## src/design/led_ramp_pkg.sv

```systemverilog
// Constants, field layouts and types shared by the PWM ramp executor files
package led_ramp_pkg;

  // ----------------------------------------------------------------
  // Clock rates
  // ----------------------------------------------------------------
  localparam int SYS_CLK_HZ = 10_000_000;
  localparam int MASTER_CLK_HZ = 32_768;
  localparam int PRESCALE_LO_DIV = 16;
  localparam int PRESCALE_HI_DIV = 512;
  localparam int ACC_W = 24;
  localparam int DIV_W = 9;

  // ----------------------------------------------------------------
  // Register offsets
  // ----------------------------------------------------------------
  localparam logic [7:0] ENGINE1_CONTROL_OFFSET = 8'h06;
  localparam logic [7:0] ENGINE2_CONTROL_OFFSET = 8'h07;
  localparam logic [7:0] ENGINE3_CONTROL_OFFSET = 8'h08;
  localparam logic [7:0] GLOBAL_VARIABLE_D_OFFSET = 8'h3C;
  localparam logic [7:0] LOCAL_VARIABLE_A_OFFSET = 8'h3D;
  localparam logic [7:0] LED_TEST_CONVERTER_RESULT_OFFSET = 8'h42;

  // ----------------------------------------------------------------
  // Control register fields and reset values
  // ----------------------------------------------------------------
  localparam int CTRL_LOG_EN_BIT = 5;
  localparam int CTRL_D_FROM_ADC_BIT = 4;
  localparam logic [7:0] CONTROL_RESET = 8'h00;
  localparam logic [7:0] VARIABLE_RESET = 8'h00;
  localparam logic [7:0] PWM_RESET = 8'h00;

  // ----------------------------------------------------------------
  // Instruction fields
  // ----------------------------------------------------------------
  localparam int NUM_PRESCALE_BIT = 14;
  localparam int NUM_STEP_MSB = 13;
  localparam int NUM_STEP_LSB = 9;
  localparam int NUM_SIGN_BIT = 8;
  localparam int NUM_INC_MSB = 7;
  localparam int VAR_PRESCALE_BIT = 5;
  localparam int VAR_SIGN_BIT = 4;
  localparam int VAR_STEP_SEL_MSB = 3;
  localparam int VAR_STEP_SEL_LSB = 2;
  localparam int VAR_INC_SEL_MSB = 1;
  localparam int STEP_W = 5;

  // ----------------------------------------------------------------
  // Variable selector codes
  // ----------------------------------------------------------------
  localparam logic [1:0] SEL_VAR_A = 2'h0;
  localparam logic [1:0] SEL_VAR_B = 2'h1;
  localparam logic [1:0] SEL_VAR_C = 2'h2;
  localparam logic [1:0] SEL_VAR_D = 2'h3;

  typedef enum logic [1:0] {
    ST_IDLE = 2'b00,
    ST_RUN = 2'b01,
    ST_LAST = 2'b11
  } ramp_state_t;

endpackage : led_ramp_pkg

```

## src/design/led_pwm_ramp_executor.sv

```systemverilog
// PWM ramp executor for one program engine: numeric and variable ramps
`timescale 1ns/10ps
module led_pwm_ramp_executor
  import led_ramp_pkg::*;
#(
  parameter int ENGINE_IDX = 0
)
(
  // Clock and reset
  input wire logic sys_clk,
  input wire logic rst,
  // Instruction from the sequencer
  input wire logic instrStart,
  input wire logic instrIsVar,
  input wire logic [15:0] instrWord,
  output logic instrDone,
  output logic rampBusy,
  // Variable load and direct PWM set
  input wire logic loadValid,
  input wire logic [1:0] loadSel,
  input wire logic [7:0] loadData,
  input wire logic pwmSetValid,
  input wire logic [7:0] pwmSetValue,
  // Host register access
  input wire logic regWrEn,
  input wire logic [7:0] regAddr,
  input wire logic [7:0] regWrData,
  output logic [7:0] regRdData,
  // LED test converter
  input wire logic [7:0] adcResult,
  // PWM towards mapped LEDs
  output logic [7:0] effPwm,
  output logic [7:0] ledPwm
);
  import led_ramp_pkg::*;

  // ----------------------------------------------------------------
  // Helpers
  // ----------------------------------------------------------------
  function automatic logic [7:0] logCurve(input logic [7:0] lin);
    logic [15:0] sq;
    sq = 16'(lin) * 16'(lin) + 16'h00FF;
    logCurve = sq[15:8];
  endfunction : logCurve

  function automatic logic [STEP_W-1:0] stepLenOf(input logic [STEP_W-1:0] t);
    stepLenOf = (t == '0) ? STEP_W'(1) : t;
  endfunction : stepLenOf

  // ----------------------------------------------------------------
  // Declarations
  // ----------------------------------------------------------------
  logic tickFast;
  logic tickSlow;
  logic baseTick;
  logic stepPulse;
  logic [7:0] varA_r;
  logic [7:0] varB_r;
  logic [7:0] varC_r;
  logic [7:0] varD;
  logic [7:0] ctrl1;
  logic [7:0] ctrl2;
  logic [7:0] ctrl3;
  logic [7:0] engCtrl;
  logic [7:0] varDSrc;
  logic [7:0] stepVar;
  logic [7:0] incVar;
  logic newPrescale;
  logic newSign;
  logic [STEP_W-1:0] newStep;
  logic [7:0] newInc;
  ramp_state_t state_r;
  ramp_state_t state_nxt;
  logic prescale_r;
  logic sign_r;
  logic waitMode_r;
  logic [STEP_W-1:0] stepLen_r;
  logic [STEP_W-1:0] tickCnt_r;
  logic [7:0] stepsLeft_r;
  logic [7:0] effPwm_r;
  logic [7:0] effPwm_nxt;
  logic [STEP_W-1:0] seenTicks_r;

  // ----------------------------------------------------------------
  // Submodules
  // ----------------------------------------------------------------
  ramp_timebase u_timebase (
    .sys_clk(sys_clk),
    .rst(rst),
    .tickFast(tickFast),
    .tickSlow(tickSlow)
  );

  ramp_reg_bank u_regs (
    .sys_clk(sys_clk),
    .rst(rst),
    .regWrEn(regWrEn),
    .regAddr(regAddr),
    .regWrData(regWrData),
    .regRdData(regRdData),
    .varA(varA_r),
    .adcResult(adcResult),
    .ctrl1(ctrl1),
    .ctrl2(ctrl2),
    .ctrl3(ctrl3),
    .varD(varD)
  );

  // ----------------------------------------------------------------
  // Variables and operand selection
  // ----------------------------------------------------------------
  always_ff @(posedge sys_clk)
  begin
    if (rst)
    begin
      varA_r <= VARIABLE_RESET;
      varB_r <= VARIABLE_RESET;
      varC_r <= VARIABLE_RESET;
    end
    else if (loadValid)
    begin
      case (loadSel)
        SEL_VAR_A: varA_r <= loadData;
        SEL_VAR_B: varB_r <= loadData;
        SEL_VAR_C: varC_r <= loadData;
        default: ;
      endcase
    end
  end

  always_comb
  begin
    case (ENGINE_IDX)
      1: engCtrl = ctrl2;
      2: engCtrl = ctrl3;
      default: engCtrl = ctrl1;
    endcase
  end

  assign varDSrc = engCtrl[CTRL_D_FROM_ADC_BIT] ? adcResult : varD;

  function automatic logic [7:0] pickVar(input logic [1:0] sel, input logic [7:0] a,
                                         input logic [7:0] b, input logic [7:0] c,
                                         input logic [7:0] d);
    case (sel)
      SEL_VAR_A: pickVar = a;
      SEL_VAR_B: pickVar = b;
      SEL_VAR_C: pickVar = c;
      default: pickVar = d;
    endcase
  endfunction : pickVar

  assign stepVar = pickVar(instrWord[VAR_STEP_SEL_MSB:VAR_STEP_SEL_LSB],
                           varA_r, varB_r, varC_r, varDSrc);
  assign incVar = pickVar(instrWord[VAR_INC_SEL_MSB:0], varA_r, varB_r, varC_r, varDSrc);

  always_comb
  begin
    if (instrIsVar)
    begin
      newPrescale = instrWord[VAR_PRESCALE_BIT];
      newSign = instrWord[VAR_SIGN_BIT];
      newStep = stepVar[STEP_W-1:0];
      newInc = incVar;
    end
    else
    begin
      newPrescale = instrWord[NUM_PRESCALE_BIT];
      newSign = instrWord[NUM_SIGN_BIT];
      newStep = instrWord[NUM_STEP_MSB:NUM_STEP_LSB];
      newInc = instrWord[NUM_INC_MSB:0];
    end
  end

  // ----------------------------------------------------------------
  // Ramp sequencing
  // ----------------------------------------------------------------
  assign baseTick = prescale_r ? tickSlow : tickFast;
  assign stepPulse = (state_r != ST_IDLE) && baseTick && (tickCnt_r == stepLen_r - 1'b1);

  always_comb
  begin
    state_nxt = state_r;
    case (state_r)
      ST_IDLE:
        if (instrStart)
          state_nxt = (newInc <= 8'h01) ? ST_LAST : ST_RUN;
      ST_RUN:
        if (stepPulse && (stepsLeft_r == 8'h02))
          state_nxt = ST_LAST;
      ST_LAST:
        if (stepPulse)
          state_nxt = ST_IDLE;
      default: state_nxt = ST_IDLE;
    endcase
  end

  always_ff @(posedge sys_clk)
  begin
    if (rst)
      state_r <= ST_IDLE;
    else
      state_r <= state_nxt;
  end

  // Operands captured once; later variable writes do not reach a running ramp
  always_ff @(posedge sys_clk)
  begin
    if (rst)
    begin
      prescale_r <= 1'b0;
      sign_r <= 1'b0;
      waitMode_r <= 1'b0;
      stepLen_r <= STEP_W'(1);
    end
    else if ((state_r == ST_IDLE) && instrStart)
    begin
      prescale_r <= newPrescale;
      sign_r <= newSign;
      waitMode_r <= (newInc == 8'h00);
      stepLen_r <= stepLenOf(newStep);
    end
  end

  always_ff @(posedge sys_clk)
  begin
    if (rst)
      stepsLeft_r <= 8'h00;
    else if ((state_r == ST_IDLE) && instrStart)
      stepsLeft_r <= (newInc == 8'h00) ? 8'h01 : newInc;
    else if (stepPulse)
      stepsLeft_r <= stepsLeft_r - 1'b1;
  end

  always_ff @(posedge sys_clk)
  begin
    if (rst)
      tickCnt_r <= '0;
    else if (state_r == ST_IDLE)
      tickCnt_r <= '0;
    else if (stepPulse)
      tickCnt_r <= '0;
    else if (baseTick)
      tickCnt_r <= tickCnt_r + 1'b1;
  end

  // ----------------------------------------------------------------
  // Effective PWM value
  // ----------------------------------------------------------------
  always_comb
  begin
    effPwm_nxt = effPwm_r;
    if (state_r == ST_IDLE)
    begin
      // A start in the same cycle wins over a direct set
      if (pwmSetValid && !instrStart)
        effPwm_nxt = pwmSetValue;
    end
    else if (stepPulse && !waitMode_r)
    begin
      if (!sign_r && (effPwm_r != 8'hFF))
        effPwm_nxt = effPwm_r + 1'b1;
      else if (sign_r && (effPwm_r != 8'h00))
        effPwm_nxt = effPwm_r - 1'b1;
      else
        effPwm_nxt = effPwm_r;
    end
  end

  always_ff @(posedge sys_clk)
  begin
    if (rst)
      effPwm_r <= PWM_RESET;
    else
      effPwm_r <= effPwm_nxt;
  end

  // Curve applied to the next value ahead of the register so LEDs see one clean change per step
  always_ff @(posedge sys_clk)
  begin
    if (rst)
      ledPwm <= PWM_RESET;
    else
      ledPwm <= engCtrl[CTRL_LOG_EN_BIT] ? logCurve(effPwm_nxt) : effPwm_nxt;
  end

  assign effPwm = effPwm_r;
  assign instrDone = (state_r == ST_LAST) && stepPulse;
  assign rampBusy = (state_r != ST_IDLE);

  // ----------------------------------------------------------------
  // Checks
  // ----------------------------------------------------------------
  always_ff @(posedge sys_clk)
  begin
    if (rst || (state_r == ST_IDLE) || stepPulse)
      seenTicks_r <= '0;
    else if (baseTick)
      seenTicks_r <= seenTicks_r + 1'b1;
  end

  property p_start_value;
    @(posedge sys_clk) disable iff (rst)
      (state_r == ST_IDLE && instrStart) |=> (effPwm_r == $past(effPwm_r));
  endproperty
  a_start_value: assert property (p_start_value) else $error("ramp start moved PWM");

  property p_step_one;
    @(posedge sys_clk) disable iff (rst)
      (stepPulse && !waitMode_r && !sign_r && effPwm_r != 8'hFF)
        |=> (effPwm_r == $past(effPwm_r) + 8'h01);
  endproperty
  a_step_one: assert property (p_step_one) else $error("up step not one unit");

  property p_step_down;
    @(posedge sys_clk) disable iff (rst)
      (stepPulse && !waitMode_r && sign_r && effPwm_r != 8'h00)
        |=> (effPwm_r == $past(effPwm_r) - 8'h01);
  endproperty
  a_step_down: assert property (p_step_down) else $error("down step wrong");

  property p_prescale;
    @(posedge sys_clk) disable iff (rst)
      rampBusy |-> (baseTick == (prescale_r ? tickSlow : tickFast)) && (!tickSlow || tickFast);
  endproperty
  a_prescale: assert property (p_prescale) else $error("base tick source wrong");

  property p_step_len;
    @(posedge sys_clk) disable iff (rst)
      stepPulse |-> (baseTick && (seenTicks_r + STEP_W'(1) == stepLen_r));
  endproperty
  a_step_len: assert property (p_step_len) else $error("step length wrong");

  property p_step_zero;
    @(posedge sys_clk) disable iff (rst)
      (state_r == ST_IDLE && instrStart && newStep == '0) |=> (stepLen_r == STEP_W'(1));
  endproperty
  a_step_zero: assert property (p_step_zero) else $error("zero step time not one cycle");

  property p_saturate;
    @(posedge sys_clk) disable iff (rst)
      (stepPulse && ((!sign_r && effPwm_r == 8'hFF) || (sign_r && effPwm_r == 8'h00)))
        |=> $stable(effPwm_r) && (rampBusy || ($past(state_r) == ST_LAST));
  endproperty
  a_saturate: assert property (p_saturate) else $error("saturation not held");

  property p_wait;
    @(posedge sys_clk) disable iff (rst)
      (rampBusy && waitMode_r) |=> $stable(effPwm_r);
  endproperty
  a_wait: assert property (p_wait) else $error("wait changed PWM");

  property p_capture;
    @(posedge sys_clk) disable iff (rst)
      (rampBusy && $past(rampBusy)) |-> $stable(stepLen_r) && $stable(sign_r);
  endproperty
  a_capture: assert property (p_capture) else $error("operands changed mid ramp");

  property p_done;
    @(posedge sys_clk) disable iff (rst)
      instrDone |-> (stepsLeft_r == 8'h01) ##1 (!rampBusy && stepsLeft_r == 8'h00);
  endproperty
  a_done: assert property (p_done) else $error("finished before last step");

  property p_hold;
    @(posedge sys_clk) disable iff (rst)
      (rampBusy && !stepPulse) |=> $stable(effPwm_r);
  endproperty
  a_hold: assert property (p_hold) else $error("PWM changed between steps");

  property p_curve;
    @(posedge sys_clk) disable iff (rst)
      $stable(engCtrl) |-> ledPwm == (engCtrl[CTRL_LOG_EN_BIT] ?
        logCurve(effPwm_r) : effPwm_r);
  endproperty
  a_curve: assert property (p_curve) else $error("curve output wrong");

endmodule : led_pwm_ramp_executor

```

## src/design/ramp_timebase.sv

```systemverilog
// Step base ticks derived from the system clock via a 32768 Hz master tick
`timescale 1ns/10ps
module ramp_timebase
  import led_ramp_pkg::*;
(
  // Clock and reset
  input wire logic sys_clk,
  input wire logic rst,
  // Base cycle enables
  output logic tickFast,
  output logic tickSlow
);
  import led_ramp_pkg::*;

  logic [ACC_W-1:0] phase_r;
  logic [DIV_W-1:0] div_r;
  logic masterTick;

  // Fractional accumulator: exact long-term 32768 Hz with no second clock
  assign masterTick = ({1'b0, phase_r} + ACC_W'(MASTER_CLK_HZ)) >= (ACC_W+1)'(SYS_CLK_HZ);

  always_ff @(posedge sys_clk)
  begin
    if (rst)
      phase_r <= '0;
    else if (masterTick)
      phase_r <= phase_r + ACC_W'(MASTER_CLK_HZ) - ACC_W'(SYS_CLK_HZ);
    else
      phase_r <= phase_r + ACC_W'(MASTER_CLK_HZ);
  end

  always_ff @(posedge sys_clk)
  begin
    if (rst)
      div_r <= '0;
    else if (masterTick)
      div_r <= div_r + 1'b1;
  end

  assign tickFast = masterTick && (div_r[3:0] == 4'(PRESCALE_LO_DIV - 1));
  assign tickSlow = masterTick && (div_r == DIV_W'(PRESCALE_HI_DIV - 1));

endmodule : ramp_timebase

```

## src/design/ramp_reg_bank.sv

```systemverilog
// Host-visible control and variable registers used by the ramp executor
`timescale 1ns/10ps
module ramp_reg_bank
  import led_ramp_pkg::*;
(
  // Clock and reset
  input wire logic sys_clk,
  input wire logic rst,
  // Host register access
  input wire logic regWrEn,
  input wire logic [7:0] regAddr,
  input wire logic [7:0] regWrData,
  output logic [7:0] regRdData,
  // Register contents
  input wire logic [7:0] varA,
  input wire logic [7:0] adcResult,
  output logic [7:0] ctrl1,
  output logic [7:0] ctrl2,
  output logic [7:0] ctrl3,
  output logic [7:0] varD
);
  import led_ramp_pkg::*;

  always_ff @(posedge sys_clk)
  begin
    if (rst)
    begin
      ctrl1 <= CONTROL_RESET;
      ctrl2 <= CONTROL_RESET;
      ctrl3 <= CONTROL_RESET;
      varD <= VARIABLE_RESET;
    end
    else if (regWrEn)
    begin
      case (regAddr)
        ENGINE1_CONTROL_OFFSET: ctrl1 <= regWrData;
        ENGINE2_CONTROL_OFFSET: ctrl2 <= regWrData;
        ENGINE3_CONTROL_OFFSET: ctrl3 <= regWrData;
        GLOBAL_VARIABLE_D_OFFSET: varD <= regWrData;
        default: ;
      endcase
    end
  end

  // Read data registered; unmapped offsets give 0, writes to read-only ones are ignored
  always_ff @(posedge sys_clk)
  begin
    if (rst)
      regRdData <= 8'h00;
    else
    begin
      case (regAddr)
        ENGINE1_CONTROL_OFFSET: regRdData <= ctrl1;
        ENGINE2_CONTROL_OFFSET: regRdData <= ctrl2;
        ENGINE3_CONTROL_OFFSET: regRdData <= ctrl3;
        GLOBAL_VARIABLE_D_OFFSET: regRdData <= varD;
        LOCAL_VARIABLE_A_OFFSET: regRdData <= varA;
        LED_TEST_CONVERTER_RESULT_OFFSET: regRdData <= adcResult;
        default: regRdData <= 8'h00;
      endcase
    end
  end

endmodule : ramp_reg_bank

```

## config.mk

```make
export PLATFORM = sky130hd
export DESIGN_NAME = led_pwm_ramp_executor
export DESIGN_NICKNAME = d
export VERILOG_FILES = /design/src/design/led_ramp_pkg.sv /design/src/design/led_pwm_ramp_executor.sv /design/src/design/ramp_timebase.sv /design/src/design/ramp_reg_bank.sv
export SDC_FILE = /design/constraint.sdc
export NUM_CORES = 1
export LEC_CHECK = 0
export BUFFER_PORTS_ARGS = -buffer_cell sky130_fd_sc_hd__buf_4
export CAP_MARGIN = 20
export CELL_PAD_IN_SITES_DETAIL_PLACEMENT = 2
export CELL_PAD_IN_SITES_GLOBAL_PLACEMENT = 2
export CORE_UTILIZATION = 37
export DETAILED_ROUTE_END_ITERATION = 16
export PLACE_DENSITY_LB_ADDON = 0.1
export SKIP_CTS_REPAIR_TIMING = 1
export SLEW_MARGIN = 20
export SYNTH_ARGS = -nofsm -noshare
export SYNTH_HDL_FRONTEND = slang
export SYNTH_SLANG_ARGS = --single-unit
```

## constraint.sdc

```tcl
create_clock -name sys_clk -period 8.2 [get_ports sys_clk]
set_input_delay 1.64 -clock sys_clk [delete_from_list [all_inputs] [get_ports sys_clk]]
set_output_delay 1.64 -clock sys_clk [all_outputs]
set_load 0.01 [all_outputs]
```

* Word-level counts from Yosys, hierarchy flattened *
Cells that the tools add are included.

word-level totals
  register bits = 136
  bits of input ports = 65
  output and inout bits = 26
  logic and storage cells = 111

cells by class
  $add $sub $neg = 10
  $mul = 1
  $lt $le $gt $ge = 2
  equal/unequal tests = 22
  muxes and demuxes = 25
  reductions and logical operators = 32

operator list
  cell                                                    count
  two-way mux 8 bit                                       11
  case mux 8 bit (6 select lines)                         1
  adder 24 x 16 -> 25 bit (second input constant)         1
  >= comparator 25 x 24 -> 1 bit (second input constant)  1
  adder 24 x 16 -> 24 bit (second input constant)         1
  two-way mux 24 bit                                      1
  case mux 8 bit (3 select lines)                         1
  subtractor 24 bit (second input constant)               1
  adder 16 x 8 -> 16 bit (second input constant)          1
  == test 8 x 3 -> 1 bit (second input constant)          2
  == test 8 x 6 -> 1 bit (second input constant)          2
  multiplier 8 x 8 -> 16 bit                              1
  subtractor 8 x 1 -> 8 bit (second input constant)       2
  case mux 5 bit (3 select lines)                         1
  AND reduction 2 bit                                     7
  logical AND 1 bit                                       11
  two-way mux 5 bit                                       2
  adder 9 x 1 -> 9 bit (second input constant)            1
  == test 9 bit (second input constant)                   1
  adder 8 x 1 -> 8 bit (second input constant)            1
  == test 2 x 1 -> 1 bit (second input constant)          4
  == test 2 bit (second input constant)                   4
  == test 8 x 2 -> 1 bit (second input constant)          1
  == test 8 x 4 -> 1 bit (second input constant)          1
  19 further kinds                                        32

* Depth between registers and ports, before layout *
Gate-level depths: netlist of run 1.

  word-level depth = 12
  mapped depth = 31
  depth with buffers taken out = 30

* Modules after synthesis *
From an unflattened synthesis of run 1, not the netlist that was laid out.

second synthesis, totals
  cell total of the unflattened synthesis = 1016
  area total of the unflattened synthesis = 8883.5 um^2

by module, submodules not included
  module                 times used  cells an instance  area an instance (um^2)
  led_pwm_ramp_executor  1           622                5355.1
  ramp_reg_bank          1           194                1865.5
  ramp_timebase          1           200                1662.8

* Worst setup path after synthesis of run 1 *
No wires, ideal clock.

  kind = input -> register
  from = input pwmSetValid
  to = register ledPwm[6]
  setup time = 0.079 ns
  data arrival time = 6.933 ns
  data required time = 8.121 ns
  path slack = 1.188 ns
  stages = 23
  cells stage by stage = nor2b_1 -> nand2_1 -> nand2b_1 -> a31oi_1 -> or3b_1 -> buf_4 -> or2_1 -> fa_1 -> inv_1 -> fa_1 -> fa_1 -> inv_1 -> fa_1 -> inv_1 -> ha_1 -> a21o_1 -> a21oi_1 -> o21a_1 -> a211oi_1 -> a21oi_1 -> o31ai_2 -> or4_1 -> o211ai_1

between the ends
  word-level cells in the longest chain between the ends = 6

RTL lines
  what                        line                          RTL
  from (decl)                 led_pwm_ramp_executor.sv:22   input wire logic pwmSetValid,
  logical AND 1 bit (*)       led_pwm_ramp_executor.sv:256  if (pwmSetValid && !instrStart)
  two-way mux 8 bit (*)       led_pwm_ramp_executor.sv:256
  two-way mux 8 bit (*)       led_pwm_ramp_executor.sv:253  if (state_r == ST_IDLE)
  multiplier 8 x 8 -> 16 bit  led_pwm_ramp_executor.sv:42   sq = 16'(lin) * 16'(lin) + 16'h00FF;
  adder 16 x 8 -> 16 bit      led_pwm_ramp_executor.sv:42
  two-way mux 8 bit (*)       led_pwm_ramp_executor.sv:284  ledPwm <= engCtrl[CTRL_LOG_EN_BIT] ? logCurve(effPwm_nxt) : effPwm_nxt;
  to (signal assigned)        led_pwm_ramp_executor.sv:284
  to (decl)                   led_pwm_ramp_executor.sv:33   output logic [7:0] ledPwm

Mark *: on every way between the ends. The rest lies on a longest branch, timed or not.
A chain may end at the register's enable or synchronous reset.

* Worst setup path after layout of run 1 *
  from = register u_timebase.phase_r[15]
  to = register ledPwm[6]

between the ends
  word-level cells in the longest chain between the ends = 12
  elaborated cells between the ends (all ways) = 13

RTL lines
  what                                         line                                      RTL
  from (decl)                                  ramp_timebase.sv:15                       logic [ACC_W-1:0] phase_r;
  from (signal assigned)                       ramp_timebase.sv:27                       phase_r <= phase_r + ACC_W'(MASTER_CLK_HZ) - ACC_W'(SYS_CLK_HZ);
  from (signal assigned)                       ramp_timebase.sv:29                       phase_r <= phase_r + ACC_W'(MASTER_CLK_HZ);
  adder 24 x 16 -> 25 bit (*)                  ramp_timebase.sv:20                       assign masterTick = ({1'b0, phase_r} + ACC_W'(MASTER_CLK_HZ)) >= (ACC_W+1)'(SYS_CLK_HZ);
  >= comparator 25 x 24 -> 1 bit (*)           ramp_timebase.sv:20
  logical AND 1 bit, on equally long branches  ramp_timebase.sv:40, ramp_timebase.sv:41
  two-way mux 1 bit (*)                        led_pwm_ramp_executor.sv:178              assign baseTick = prescale_r ? tickSlow : tickFast;
  logical AND 1 bit (*) (2 in a row)           led_pwm_ramp_executor.sv:179              assign stepPulse = (state_r != ST_IDLE) && baseTick && (tickCnt_r == stepLen_r - 1'b1);
  logical AND 1 bit (*)                        led_pwm_ramp_executor.sv:259              else if (stepPulse && !waitMode_r)
  two-way mux 8 bit (*)                        led_pwm_ramp_executor.sv:259
  two-way mux 8 bit (*)                        led_pwm_ramp_executor.sv:253
  multiplier 8 x 8 -> 16 bit                   led_pwm_ramp_executor.sv:42
  adder 16 x 8 -> 16 bit                       led_pwm_ramp_executor.sv:42
  two-way mux 8 bit (*)                        led_pwm_ramp_executor.sv:284

Marked as above.

==> flow_summary.toml, run 1 <==
[synth]
syn_area_per_cell_um2 = 8.81
synth_compound_area_frac = 0.131
synth_top_area_cell = "dfxtp_1"
synth_flop_cell = "dfxtp_1"
synth.distinct_cells = 84
yosysSeqAreaShare = 0.299
synth.top_cell.area_share = 0.299
yosysWarningCount = 0
synth_nets = 1113
synth_top_family_by_area = "simple AND/OR/NAND/NOR gates"
synth.area.top_cells = "dfxtp_1 (30%), mux2i_1 (10%), fa_1 (6.5%)"
syn_inst = 979
synth_common_cells = "nor2_1 (144), dfxtp_1 (129), mux2i_1 (88), inv_1 (67), nand2_1 (62)"
synth.most_common_cell = "nor2_1"
synth-simple-area-share = 0.199
synthAdderAreaFrac = 0.124
synth_edf_count = 0
synthXorXnorAreaFrac = 0.0477
synth.ff_latch_count = 129
syn-cell-area_um2 = 8630
synthMuxAreaShare = 0.143
async_flop_share = 0

[sta]
rsz0062_at_grt = "no"
tightest_slew_ns = 1.05
fmax_ghz = 0.130
fin_crit_ns = 7.71
setup_violations = 0
slew_viol_final = 0
finalHoldViolations = 0
finalCritPeriodShare = 0.941
setup_tns_ns = 0
slew_headroom = 0.300
fin_skew_ns = 0.0108

[floorplan]
core_area_um2 = 22800
start_util = 0.379
die_h_um = 155
io_pins = 91
fp.dieW_um = 155
dieArea_um2 = 23900
row_count = 55

[power_and_ir_drop]
p_int_mw = 1.32
p_leak_nw = 4.39
comb_power_share = 0.293
power.density_nw_per_um2 = 202
clkPwrFrac = 0.379
worst_ir_drop_vdd_uv = 113
switchingPower_mw = 0.726
swShare = 0.355
pwr-share-seq = 0.327

[final_layout]
n_antenna_cell = 0
finalNetCount = 1179
finalNonFillerCells = 1371
syn_to_final_growth_pct = 17.4
drive_gt1_frac = 0.166

[routing]
drt_iter0_drc = 198
dr.pass1.iters = 6
vias = 7415
vias_per_cell = 5.41
totalWireLength_um = 26400
drc = 0
ant_nets = 0
wl_per_cell_um = 19.3

[worst_setup_path]
start_kind = "register"
critPathTopFamily = "adder cells"
worstSetupEndpointType = "register"
crit_fanout = 13
slowest_stage = "fa_1"
critPathRequiredTime_ns = 8.55
crit_buf_inv = 3
worstPathArrival_ns = 8.06
critical_path.max_stage_delay_ns = 0.56
criticalPathCategory = "register to register"

[cts]
cts_tree = "built"
clkLatencyLatePin_ns = 0.43
cts_htree_levels = 4
root_buffer = "clkbuf_16"
cts_buffers = 17
clk_pin_slew_worst_paths_ns = 0.07
clockBufferDepth = 2
cts_sinks = 129

[grt]
grt_pass1_vias = 8057
gr-total-overflow = 0
grt_use_total = 0.232
antenna_found_initial = 0
grt_max_degree = 95
grt_first_pass_wirelength_um = 43600

[placement]
io_buffer_count = 89
dp_cells = 1339
dpl.hpwl_um = 19700
gp_congestion = 0.812

[worst_hold_path]
hp-class = "register to register"

[outcome]
status = "finished, final reports clean"

[job]
drv_cap = 0
==> worst register-to-register path, cell delays in order (launching register included) <==
cell      delay, ns
dfxtp_2        0.44
inv_1          0.07
ha_1           0.39
or4_1          0.46
o22a_1         0.23
a211oi_2       0.27
o22ai_4        0.18
and2_4         0.24
and4_1         0.18
or3_1          0.53
nor2_2         0.27
xor2_1         0.19
ha_1           0.27
fa_1           0.52
fa_1           0.57
inv_1          0.06
fa_1           0.55
inv_1          0.05
ha_1           0.36
a21o_1         0.21
a21o_1         0.18
a21oi_1        0.23
o21a_1         0.22
a211oi_1       0.07
a21oi_1        0.16
o31ai_2        0.14
or4_1          0.52
o211ai_1       0.11
==> area by class of cell <==
type / instances / area [um2]
Fill cell: 2515 / 12600
Multi-Input combinational cell: 730 / 5570
Sequential cell: 129 / 2580
Timing Repair Buffer: 98 / 736
Clock buffer: 17 / 425
Tap cell: 313 / 392
Inverter: 69 / 259
Clock inverter: 15 / 166
==> cells in the final DEF, fill, tap and decap left out, drive strengths merged, types with 11 or more instances in the layout <==
cell | Yosys | layout
a211oi | 16 | 16
fa | 28 | 28
nor3 | 18 | 18
buf | 23 | 98
nor2 | 146 | 146
clkbuf | 28 | 17
ha | 41 | 41
o21ai | 24 | 24
nand4 | 14 | 14
nand3 | 16 | 16
dfxtp | 129 | 129
o22ai | 13 | 13
o211ai | 11 | 11
nand2 | 62 | 62
inv | 69 | 78
mux2i | 88 | 88
nand2b | 13 | 13
xor2 | 23 | 23
xnor2 | 24 | 24
a21oi | 30 | 30
mux4 | 11 | 11
==> sequential cells by signal (all words and copies together), names as in the netlist <==
name,count
stepsLeft_r,8
sign_r,1
effPwm,8
ledPwm,8
u_regs.ctrl1,8
u_timebase.div_r,9
u_regs.varD,8
varA_r,8
u_regs.ctrl3,8
u_regs.ctrl2,8
u_regs.regRdData,8
u_timebase.phase_r,17
varB_r,8
varC_r,8
waitMode_r,1
stepLen_r,5
state_r,2
prescale_r,1
tickCnt_r,5
==> path summary, 6_finish.rpt <==
kind                           from              end  slack (ns)  cells past startpoint
max reg2reg  u_timebase.phase_r[15]        ledPwm[6]        0.49                     27
min                 u_regs.ctrl3[1]  u_regs.ctrl3[1]        0.46                      2
min reg2reg         u_regs.ctrl3[1]  u_regs.ctrl3[1]        0.46                      2
max          u_timebase.phase_r[15]        ledPwm[6]        0.49                     27
==> power by group through the flow <==
stage	Clock (mW)	Combinational, mW	Sequential (mW)
floorplan	0	0.414	0.676
global placement	0	0.577	0.683
detailed placement	0	0.600	0.684
CTS	0.796	0.611	0.670
global route	0.822	0.684	0.673
finish	0.776	0.601	0.670
==> kinds of logic (layout without fill, tap and decap cells) <==
kind of cell             Yosys count  in the layout
XOR/XNOR                          47             47
multiplexers                     108            108
flip-flops                       129            129
buffers and inverters            120            199
AO/OA/AOI/OAI                    156            156
adder cells (fa/ha/maj)           69             69
AND/OR/NAND/NOR                  350            350
==> through the flow <==
stage	hold WS, ns	setup WS [ns]	power, mW	area, um2	utilization
finish	0.456	0.486	2.05	10100	0.445
global route	0.490	0.0658	2.18	10100	0.445
CTS	0.458	0.269	2.08	10100	0.444
detailed placement	0.448	0.296	1.28	9530	0.418
global placement	0.440	0.452	1.26	9530	0.418
floorplan	0.432	1.19	1.09	8630	-
==> layer usage <==
metal | global-route usage | routed length, um
met2 | 0.399 | 13200
met3 | 0.0345 | 585
met1 | 0.305 | 12500
met4 | 0.0552 | 208
met5 | 0 | 0
Power figures use the tool's default switching activity.
==> inputs of run 2 (changes only) <==
==> constraint.sdc (replaced) <==
create_clock -name sys_clk -period 8.2 [get_ports sys_clk]
set_input_delay 0.82 -clock sys_clk [delete_from_list [all_inputs] [get_ports sys_clk]]
set_output_delay 0.82 -clock sys_clk [all_outputs]
set_load 0.05 [all_outputs]
==> run 2 against run 1 <==
Power grew 2.1%. Sequential share of layout area is 0.11 points lower. Clock power is 3.5% higher. Global-route usage increased by 0.28 points. Clock skew about the same. Fmax decreased by 0.70%. Utilization increased by 0.14 points.
==> flow_summary.toml, run 2 (synthesis results as in run 1) <==
[routing]
totalWireLength_um = 26700
drt_iter0_drc = 269
drc = 0
vias = 7394
ant_nets = 0
wl_per_cell_um = 19.4
dr.pass1.iters = 4
vias_per_cell = 5.38

[final_layout]
fin_util = 0.446
finalNetCount = 1182
finalNonFillerCells = 1374
reg.largest.list = "u_timebase.phase_r (17), u_timebase.div_r (9)"
mostFrequentLayoutCell = "nor2_1"
top_register = "u_timebase.phase_r"
syn_to_final_growth_pct = 17.8
nFillCells = 2530
layout_common_cells = "nor2_1 (144), dfxtp_1 (129), buf_4 (101)"
n_antenna_cell = 0
largest_reg_flops = 17
drive_gt1_frac = 0.168
finalInstanceArea_um2 = 10200

[cts]
root_buffer = "clkbuf_16"
clockBufferDepth = 2
cts_tree = "built"
clk_pin_slew_worst_paths_ns = 0.07
cts_buffers = 17
clkLatencyLatePin_ns = 0.42
cts_sinks = 129
cts_htree_levels = 4

[worst_setup_path]
start_kind = "register"
worstSetupEndpointType = "register"
crit_fanout = 13
critPathRequiredTime_ns = 8.54
criticalPathCategory = "register to register"
worstPathArrival_ns = 8.11

[grt]
gr-total-overflow = 0
grt_pass1_vias = 8216
grt_first_pass_wirelength_um = 44300
antenna_found_initial = 0
grt_max_degree = 100
grt_use_total = 0.235

[job]
drv_cap = 0

[floorplan]
dieArea_um2 = 23900
io_pins = 91
fp.dieW_um = 155
die_h_um = 155
start_util = 0.379
row_count = 55
core_area_um2 = 22800

[sta]
slew_viol_final = 0
slew_headroom = 0.286
finalCritPeriodShare = 0.947
finalHoldViolations = 0
fin_ws_ns = 0.432
setup_violations = 0
setup_tns_ns = 0
fmax_ghz = 0.129
tightest_slew_ns = 1.07
fin_crit_ns = 7.77
rsz0062_at_grt = "no"
fin_skew_ns = 0.0105
whs_ns = 0.459

[power_and_ir_drop]
power.density_nw_per_um2 = 206
total_power_mw = 2.09
worst_ir_drop_vdd_uv = 127
p_leak_nw = 4.41

[placement]
gp_congestion = 0.782
post_dp_cell_area_um2 = 9530
dp_slack_ns = 0.404
dp_cells = 1340
io_buffer_count = 89
dpl.hpwl_um = 19600

[outcome]
status = "finished, final reports clean"

[worst_hold_path]
hp-class = "register to register"
-- run 2: routing by layer --
metal  part of all wire  global-route usage  vias up  wire length [um]
met3              0.019              0.0370       21               508
met4              0.011              0.0519        0               300
met2               0.50               0.417       59             13400
met5                  0                   0        -                 0
met1               0.47               0.298     3747             12500
li1                   -                   -     3567                 -
-- run 2: critical path: stages, from the launching register on --
cell and delay, ns:
dfxtp_1 0.55, inv_1 0.08, ha_1 0.39, or4_1 0.45, o22a_1 0.22, a211oi_2 0.22, o22ai_2 0.16, and2_4 0.23
and4_1 0.18, or3_1 0.54, nor2_2 0.29, xor2_1 0.20, ha_1 0.27, fa_1 0.54, fa_1 0.58, inv_1 0.07
fa_1 0.53, inv_1 0.04, ha_1 0.35, a21o_1 0.19, a21o_1 0.17, a21oi_1 0.22, o21a_1 0.21, a211oi_1 0.07
a21oi_1 0.16, o31ai_2 0.14, or4_1 0.49, o211ai_1 0.11
-- run 2: worst paths after layout --
check,slack [ns],from,end,cells after the start
min reg2reg,0.46,u_regs.ctrl3[0],u_regs.ctrl3[0],2
min,0.46,u_regs.ctrl3[0],u_regs.ctrl3[0],2
max reg2reg,0.43,u_timebase.phase_r[15],ledPwm[6],27
max,0.43,u_timebase.phase_r[15],ledPwm[6],27
-- run 2: layout make-up --
class                      instances  area, um2  area share
multi-input combinational        730       5560       0.547
sequential                       129       2580       0.254
timing repair buffer             101        758      0.0746
clock buffer                      18        439      0.0432
tap                              313        392      0.0385
inverter                          69        259      0.0255
clock inverter                    14        170      0.0167
-- run 2: report_power, final --
group | total (mW) | internal (mW) | switching [mW]
Clock | 0.803 | 0.468 | 0.335
Combinational | 0.617 | 0.243 | 0.373
Sequential | 0.670 | 0.645 | 0.0243
